### src/vlsm_pkg.sv
// Shared constants and carrier types of the velocity limit and status monitor.
// Assumes one clock domain; every user of these types imports the whole package.
package vlsm_pkg;

  // ---------------------------------------------------------------------------
  // Value ranges and defaults
  // ---------------------------------------------------------------------------
  localparam logic [15:0] DYN_LIMIT_MAX = 16'h4e20;      // 20000 mm/s.
  localparam logic [15:0] HYST_MAX      = 16'h03e8;      // 1000 mm/s.
  localparam logic [31:0] RANGE_MIN     = 32'hff676980;  // -10000000 mm.
  localparam logic [31:0] RANGE_MAX     = 32'h00989680;  // +10000000 mm.
  localparam logic [31:0] MOVE_MMS      = 32'h00000064;  // 0.1 m/s as 100 mm/s.
  localparam logic [15:0] FACTOR_MIN    = 16'h0005;
  localparam logic [15:0] FACTOR_MAX    = 16'hc350;      // 50000.
  localparam logic [15:0] FACTOR_DEF    = 16'h03e8;      // 1000.
  localparam logic [7:0]  DIST_NONE     = 8'h00;
  localparam logic [7:0]  DIST_OUTSIDE  = 8'hff;
  localparam logic [7:0]  DIST_IN_MAX   = 8'hfe;
  localparam logic [3:0]  RES_FREE_DEF  = 4'hf;          // Selector code meaning free resolution.
  localparam logic [15:0] STATUS_RST    = 16'h0001;      // Velocity error until first valid sample.

  // ---------------------------------------------------------------------------
  // Carrier types
  // ---------------------------------------------------------------------------
  // Thirteen-byte dynamic limit block; byte 0 sits in the low bits.
  typedef struct packed {
    logic signed [31:0] range_end;     // Bytes 9 to 12.
    logic signed [31:0] range_start;   // Bytes 5 to 8.
    logic [15:0]        hyst;          // Bytes 3 to 4.
    logic [15:0]        limit;         // Bytes 1 to 2.
    logic [4:0]         rsv;
    logic               dir_dep;       // Bit 0.2.
    logic               below;         // Bit 0.1.
    logic               ctrl;          // Bit 0.0.
  } vlsm_dyn_s;

  // Two-byte velocity status word; bit 0.0 is the LSB.
  typedef struct packed {
    logic [1:0] rsv_hi;
    logic       dyn_act;
    logic [3:0] stat_act;
    logic       rsv_lo;
    logic       dir_neg;
    logic       moving;
    logic       dyn_exc;
    logic [3:0] stat_exc;
    logic       vel_err;
  } vlsm_status_s;

  typedef enum logic [1:0] {
    CMP_CLEAR = 2'b01,
    CMP_HIT   = 2'b10
  } vlsm_cmp_e;

endpackage

### src/vlsm_limit_cmp.sv
// Hysteresis state of one limit comparison.
// Assumes set and clear conditions come from logic on the same clock.
`timescale 1ns/1ps
module vlsm_limit_cmp
  import vlsm_pkg::*;
(
  input  wire logic clk,
  input  wire logic rst,
  input  wire logic en,
  input  wire logic set_cond,
  input  wire logic clr_cond,
  output logic      hit
);

  vlsm_cmp_e state_reg;
  vlsm_cmp_e state_next;

  // ---------------------------------------------------------------------------
  // Next state
  // ---------------------------------------------------------------------------
  // An inactive comparison always falls back to clear, so no stale hit survives.
  always_comb begin
    state_next = state_reg;
    unique case (state_reg)
      CMP_CLEAR: if (en && set_cond) state_next = CMP_HIT;
      CMP_HIT:   if (clr_cond) state_next = CMP_CLEAR;
      default:   state_next = CMP_CLEAR;
    endcase
    if (!en) begin
      state_next = CMP_CLEAR;
    end
  end

  always_ff @(posedge clk) begin
    if (rst) begin
      state_reg <= CMP_CLEAR;
    end else begin
      state_reg <= state_next;
    end
  end

  assign hit = (state_reg == CMP_HIT);

endmodule

### src/vlsm_free_scale.sv
// Output scaling of one measurement by a free-resolution factor.
// Assumes value, factor and selector come from logic on the same clock.
`timescale 1ns/1ps
module vlsm_free_scale
  import vlsm_pkg::*;
#(
  parameter int IN_W  = 32,
  parameter int FAC_W = 16
)(
  input  wire logic                      clk,
  input  wire logic                      rst,
  input  wire logic                      free,
  input  wire logic signed [IN_W-1:0]    value,
  input  wire logic [FAC_W-1:0]          factor,
  output logic signed [IN_W+FAC_W-1:0]   scaled
);

  logic [FAC_W-1:0]              fac_use;
  logic signed [IN_W+FAC_W-1:0]  scaled_reg;
  logic signed [IN_W+FAC_W-1:0]  scaled_next;

  // ---------------------------------------------------------------------------
  // Scaling
  // ---------------------------------------------------------------------------
  // Out-of-range factors are clamped rather than trusted, so a bad parameter cannot zero the output.
  always_comb begin
    fac_use = factor;
    if (factor < FACTOR_MIN) fac_use = FACTOR_MIN;
    if (factor > FACTOR_MAX) fac_use = FACTOR_MAX;
    if (free) begin
      // Both operands are widened first, so the product is formed at the full output width.
      scaled_next = (IN_W+FAC_W)'(value) * (IN_W+FAC_W)'($signed({1'b0, fac_use}));
    end else begin
      scaled_next = (IN_W+FAC_W)'(value);
    end
  end

  always_ff @(posedge clk) begin
    if (rst) begin
      scaled_reg <= '0;
    end else begin
      scaled_reg <= scaled_next;
    end
  end

  assign scaled = scaled_reg;
endmodule

### src/vlsm_top.sv
// Velocity limit and status monitor: dynamic limit check, status word,
// free-resolution scaling and reading distance report.
// Assumes all inputs come from logic on REF_CLK; the fieldbus stack unpacks the bytes.
//
// Functional notes
// - Dynamic limit values are used only while control bit 0.0 is set.
// - Bit 0.1 selects signalling on exceeding or on falling short of the limit.
// - Bit 0.2 selects direction-independent or direction-dependent comparison.
// - Velocity is compared with the unsigned 16-bit limit, up to 20000 mm/s.
// - Hysteresis up to 1000 shifts the switching point against bouncing.
// - Signed range start gives the first monitored position.
// - Signed range end gives the last monitored position; outside, no comparison.
// - Velocity status goes to the master as 2 input bytes.
// - Status bit 0.0 flags that no valid velocity exists.
// - Bits 0.1 to 0.4 show static limits 1 to 4 exceeded.
// - Bit 0.5 shows the dynamic limit condition met.
// - Bit 0.6 shows movement faster than 0.1 m/s.
// - Bit 0.7 gives direction while moving: 0 positive, 1 negative.
// - Bits 1.1 to 1.4 show static comparisons 1 to 4 active.
// - Bit 1.5 shows the dynamic comparison active.
// - Free resolution multiplies the measurement by the stored factor.
// - Only interfaces selecting free resolution are scaled.
// - Position factor is 5 to 50000, default 1000.
// - Velocity factor has the same range and default.
// - Distance is one byte in mm, 255 when outside the reading field.
// - Distance is 0 when not computable and after reset.
`timescale 1ns/1ps
module vlsm_top
  import vlsm_pkg::*;
#(
  parameter logic [3:0] RES_FREE = RES_FREE_DEF
)(
  input  wire logic               REF_CLK,
  input  wire logic               RST,
  input  wire vlsm_dyn_s          DYN_CMD,
  input  wire logic signed [31:0] VEL,
  input  wire logic               VEL_VALID,
  input  wire logic signed [31:0] POS,
  input  wire logic [3:0]         STAT_EXCEED,
  input  wire logic [3:0]         STAT_ACTIVE,
  input  wire logic [3:0]         POS_RES_SEL,
  input  wire logic [3:0]         VEL_RES_SEL,
  input  wire logic [15:0]        POS_FACTOR,
  input  wire logic [15:0]        VEL_FACTOR,
  input  wire logic [7:0]         DIST_RAW,
  input  wire logic               DIST_VALID,
  input  wire logic               DIST_IN_FIELD,
  output vlsm_status_s            STATUS,
  output logic signed [47:0]      POS_OUT,
  output logic signed [47:0]      VEL_OUT,
  output logic [7:0]              DISTANCE
);

  logic [31:0]   speed;
  logic [31:0]   mag;
  logic [15:0]   limit;
  logic [15:0]   hyst;
  logic [31:0]   lo_thr;
  logic [31:0]   hi_thr;
  logic          in_range;
  logic          dyn_en;
  logic          set_cond;
  logic          clr_cond;
  logic          dyn_hit;
  vlsm_status_s  status_reg;
  vlsm_status_s  status_next;
  logic [7:0]    dist_reg;
  logic [7:0]    dist_next;

  // ---------------------------------------------------------------------------
  // Dynamic limit qualification
  // ---------------------------------------------------------------------------
  // Velocity magnitude saturates so the most negative value cannot wrap to itself.
  always_comb begin
    mag = VEL[31] ? 32'(-VEL) : 32'(VEL);
    if (VEL == 32'sh80000000) mag = 32'h7fffffff;
    if (DYN_CMD.dir_dep) begin
      speed = VEL[31] ? 32'h00000000 : mag;
    end else begin
      speed = mag;
    end
  end

  // Limit and hysteresis beyond their documented range are clamped to its edge.
  always_comb begin
    limit = (DYN_CMD.limit > DYN_LIMIT_MAX) ? DYN_LIMIT_MAX : DYN_CMD.limit;
    hyst  = (DYN_CMD.hyst > HYST_MAX) ? HYST_MAX : DYN_CMD.hyst;
    lo_thr = (hyst > limit) ? 32'h00000000 : {16'h0000, limit - hyst};
    hi_thr = {16'h0000, limit} + {16'h0000, hyst};
  end

  // Monitoring range is inclusive at both ends.
  assign in_range = ($signed(POS) >= DYN_CMD.range_start)
                 && ($signed(POS) <= DYN_CMD.range_end);

  // Values sent with the control bit clear are simply not looked at.
  assign dyn_en = DYN_CMD.ctrl && in_range && VEL_VALID;

  // Exceed mode sets above the limit and clears at or below limit minus
  // hysteresis; below mode mirrors this around limit plus hysteresis.
  always_comb begin
    if (DYN_CMD.below) begin
      set_cond = speed < {16'h0000, limit};
      clr_cond = speed >= hi_thr;
    end else begin
      set_cond = speed > {16'h0000, limit};
      clr_cond = speed <= lo_thr;
    end
  end

  vlsm_limit_cmp u_dyn_cmp (
    .clk      (REF_CLK),
    .rst      (RST),
    .en       (dyn_en),
    .set_cond (set_cond),
    .clr_cond (clr_cond),
    .hit      (dyn_hit)
  );

  // ---------------------------------------------------------------------------
  // Status word
  // ---------------------------------------------------------------------------
  // Static limit results come from their own monitors and are only collected here.
  always_comb begin
    status_next          = '0;
    status_next.vel_err  = !VEL_VALID;
    status_next.stat_exc = STAT_EXCEED;
    status_next.stat_act = STAT_ACTIVE;
    status_next.dyn_act  = dyn_en;
    status_next.moving   = VEL_VALID && (mag > MOVE_MMS);
    status_next.dir_neg  = status_next.moving && VEL[31];
  end

  always_ff @(posedge REF_CLK) begin
    if (RST) begin
      status_reg <= vlsm_status_s'(STATUS_RST);
    end else begin
      status_reg <= status_next;
    end
  end

  // Both sources are flip-flops; the comparator holds the hysteresis state.
  always_comb begin
    STATUS         = status_reg;
    STATUS.dyn_exc = dyn_hit;
  end

  // ---------------------------------------------------------------------------
  // Free resolution scaling
  // ---------------------------------------------------------------------------
  vlsm_free_scale #(.IN_W(32), .FAC_W(16)) u_pos_scale (
    .clk    (REF_CLK),
    .rst    (RST),
    .free   (POS_RES_SEL == RES_FREE),
    .value  (POS),
    .factor (POS_FACTOR),
    .scaled (POS_OUT)
  );

  vlsm_free_scale #(.IN_W(32), .FAC_W(16)) u_vel_scale (
    .clk    (REF_CLK),
    .rst    (RST),
    .free   (VEL_RES_SEL == RES_FREE),
    .value  (VEL),
    .factor (VEL_FACTOR),
    .scaled (VEL_OUT)
  );

  // ---------------------------------------------------------------------------
  // Reading distance
  // ---------------------------------------------------------------------------
  // An in-field reading of 255 is held at 254 so it is never mistaken for out of field.
  always_comb begin
    if (!DIST_VALID) begin
      dist_next = DIST_NONE;
    end else if (!DIST_IN_FIELD) begin
      dist_next = DIST_OUTSIDE;
    end else if (DIST_RAW > DIST_IN_MAX) begin
      dist_next = DIST_IN_MAX;
    end else begin
      dist_next = DIST_RAW;
    end
  end

  always_ff @(posedge REF_CLK) begin
    if (RST) begin
      dist_reg <= DIST_NONE;
    end else begin
      dist_reg <= dist_next;
    end
  end

  assign DISTANCE = dist_reg;
endmodule

### config.mk
export PLATFORM = sky130hd
export DESIGN_NAME = vlsm_top
export DESIGN_NICKNAME = d
export VERILOG_FILES = /design/src/vlsm_pkg.sv /design/src/vlsm_limit_cmp.sv /design/src/vlsm_free_scale.sv /design/src/vlsm_top.sv
export SDC_FILE = /design/constraint.sdc
export NUM_CORES = 2
export LEC_CHECK = 0
export ABC_AREA = 1
export BUFFER_PORTS_ARGS = -buffer_cell sky130_fd_sc_hd__buf_2
export CAP_MARGIN = 0
export CORE_UTILIZATION = 40
export DETAILED_ROUTE_END_ITERATION = 12
export PLACE_DENSITY_LB_ADDON = 0.15
export REMOVE_ABC_BUFFERS = 1
export SYNTH_ARGS = -nofsm -noshare
export SYNTH_HDL_FRONTEND = slang
export SYNTH_HIERARCHICAL = 1
export SYNTH_SLANG_ARGS = --single-unit
### constraint.sdc
create_clock -name REF_CLK -period 11.2 [get_ports REF_CLK]
set_input_delay 1.68 -clock REF_CLK [delete_from_list [all_inputs] [get_ports REF_CLK]]
set_output_delay 1.68 -clock REF_CLK [all_outputs]
set_load 0.01 [all_outputs]
==> impl_results.md <==
- XOR/XNOR share of the synthesized area: 0.01264
- Main combinational cell family by area after synthesis: adder cells
- Post-synth cell types: 66
- I/O pin count: 349
- Syn Inst Count: 6825
- Portion of netlist area occupied by mux cells: 0
- Buffer count from post-CTS setup fixing: 0
- EDFF count, synth: 0
- DR vias/cell: 4.965
- Layout cells sized above 1: 0.07839
- Top cell type's share of synthesized area: 0.3946
- Top Layer Used: met5
- CTS clk-pin slew, worst paths: 0.09 ns
- Clock network latency to the later pin of the worst-skew pair: 0.56 ns
- Dominant cells by area after synthesis: fa_1, inv_1, nand2_1
- Iteration-0 DRC Markers: 3498
- Worst reg2reg path endpoint: u_dyn_cmp/state_reg[0]
- H-tree depth: 4
- Setup TNS: 0 ns
- Row cnt: 128
- Post-synth design cell area: 0.04921 mm²
- Crit share post-route: 0.8369
- M1 WL: 78.03 mm
- Hold Crit Class: flop to flop
- Worst slew pin tran: 1.513 ns
- Metal2 WL: 70.72 mm
- Area grow syn2layout: 7.455%
- Vias in the first global route: 44230
- Max Fclk: 106.7 MHz
- DP HPWL: 141.3 mm
- Layout Nets: 8590
- Max Clock Skew: 0.0003505 ns
- Number of remaining DRC errors: 0
- Drt pass-1 iters: 6
- Fraction of registers with async set/reset: 0
- Final Routed Wirelength: 169.8 mm
- Crit path from: POS_FACTOR[13]
- Worst R2R Path Depth: 5
- Hold path start: u_dyn_cmp/state_reg[1]
- Crit path launch type: input pin
- Hold WS: 0.5517 ns
- Die height: 352.7 µm
- WHS Endpoint: u_dyn_cmp/state_reg[1]
- Cells on Worst Hold Path: 2
- Highest-count cells in the layout ignoring fill and taps: inv_1, nand2_1, fa_1, nor2_1, ha_1
- Post-CTS resize count: 0
- Largest net degree at the start of global routing: 99
- R2R Path Start: u_dyn_cmp/state_reg[0]
- Post-Synth Adder-Cell Area: 0.4900
- Synthesis warning total: 6
- CP Class: input pin to flop
- Slew Limit Fails: 3
- Root Buffer Master: clkbuf_16
- Placer's final routability congestion estimate: 1.013
- Met3 wire length: 17.37 mm
- CTS tree: done
- Critical path capture point type: flop
- Final setup viols: 0
- Failing checks: max-capacitance violations, max-slew violations
- Avg WL per Cell: 19.61 µm
- Crit-path slowest cell: fa_1
- Synth Area in Compound Gates: 0.06001
- Max cap viols: 1
- Synth Flop Type: dfxtp_1
- Worst Path Arrival: 9.77 ns
- Initial antenna violation count: 12
- Hold buffers post-CTS: 0
- Period minus WS final: 9.373 ns
- Grt total ovfl: 0
- Placed inst area: 0.05227 mm²
- CTS max path bufs: 2
- Reg2reg setup slack: 10.44 ns
- Crit-path max cell delay: 0.90 ns
- Total Routing Usage GR: 0.2789
- Commonest non-fill, non-tap cell in the layout: inv_1
- Most used cell, CP: fa_1
- Crit-path max FO: 98
- First-pass GRT wire length: 262.6 mm
- # port buffers: 340
- Horiz. Die Dim: 352.7 µm
- Sink Count: 118
- Yosys reg bits: 118
- Critical Path RT: 11.59 ns
- Unrepaired setup endpoints after global routing: no
- Final ANT Viol Nets: 0
- Simple-Gate Fraction of Synth Area: 0.2161
- Relative slew slack: -0.01719
- Syn Area/Cell: 7.210 µm²
- Core ar.: 0.1219 mm²
- Vias: 42980
- Die area: 0.1244 mm²
- Cell area after layout: 0.05288 mm²
- Register area share after synthesis: 0.04801
- Status: complete, but fails checks
- Endpoints failing hold: 0
- Final core occ: 0.4338
- Top cell type by total area after synthesis: fa_1
- Clock buffer count from CTS: 17
- Initial core utilization: 0.4037
## worst max-delay path, delay by kind of cell
| family | cells | cell delay, ns |
|---|---|---|
| simple gates | 11 | 1.98 |
| fa+ha+maj | 7 | 4.20 |
| compound gates | 2 | 0.61 |
| buf+inv | 6 | 1.11 |
## layout make-up
cell class                      instances  area (µm²)
Fill cell                           12860       69000
Multi-Input combinational cell       4523       38410
Inverter                             1968        7390
Sequential cell                       118        2362
Timing Repair Buffer                  388        2077
Tap cell                             1625        2033
Clock buffer                           17       425.4
Clock inverter                         15       170.2
Antenna cell                            2       5.005
## stage by stage
stage | setup slack, ns | instances
5_1_grt | 1.229 | 8655
6_report | 1.827 | 8656
2_1_floorplan | -0.3411 | 6609
4_1_cts | 1.516 | 8654
3_3_place_gp | 0.9247 | 8622
3_5_place_dp | 0.9474 | 8622
## cells by family (layout without fill, tap and decap cells)
family | count (synthesis) | after routing
XOR/XNOR | 71 | 71
AND/OR/NAND/NOR | 2564 | 2564
other | 2 | 20
flip-flops | 118 | 118
buffers and inverters | 2200 | 2388
AO/OA/AOI/OAI | 525 | 525
adder cells (fa/ha/maj) | 1345 | 1345
## routing by layer
layer / track usage / vias to the layer above
met3: 0.08444 / 165
met2: 0.4107 / 1609
met1: 0.3976 / 21040
li1: - / 20160
met5: 0 / -
met4: 0.06878 / 4
## cells in the mapped netlist, types with 3 or more instances
library cell	number
o21ai_1	4
o221ai_1	3
xnor2_1	15
nand2_2	24
nand2_4	6
a21oi_2	38
a21oi_1	321
nand3_2	3
a21o_1	4
dfxtp_1	118
ha_1	375
a211oi_1	3
or2_2	8
nor2_2	9
buf_1	9
clkbuf_2	3
nor3b_1	3
nand3_1	333
clkinv_1	15
o21ai_2	3
buf_6	14
o21ai_0	104
nor4_1	8
nor2_4	5
clkbuf_1	129
nor2_1	544
nor3_1	30
o21bai_1	17
inv_2	15
inv_1	1937
o21a_1	6
nand2_1	1508
buf_2	56
o2111ai_1	3
fa_1	970
o211ai_1	5
nand4_1	50
xor2_1	56
buf_4	21
nand3b_1	17
## worst max path at each step
stage                             endpoint  slack, ns
CTS                 u_pos_scale/scaled[41]       1.52
floorplan           u_pos_scale/scaled[47]      -0.34
finish              u_pos_scale/scaled[44]       1.83
detailed placement  u_pos_scale/scaled[28]       0.95
global route        u_pos_scale/scaled[44]       1.23
global placement    u_pos_scale/scaled[44]       0.92
Power is left out: the tool's default activity adds up to more than one toggle a clock period on the data nets, which glitch-free logic cannot reach.
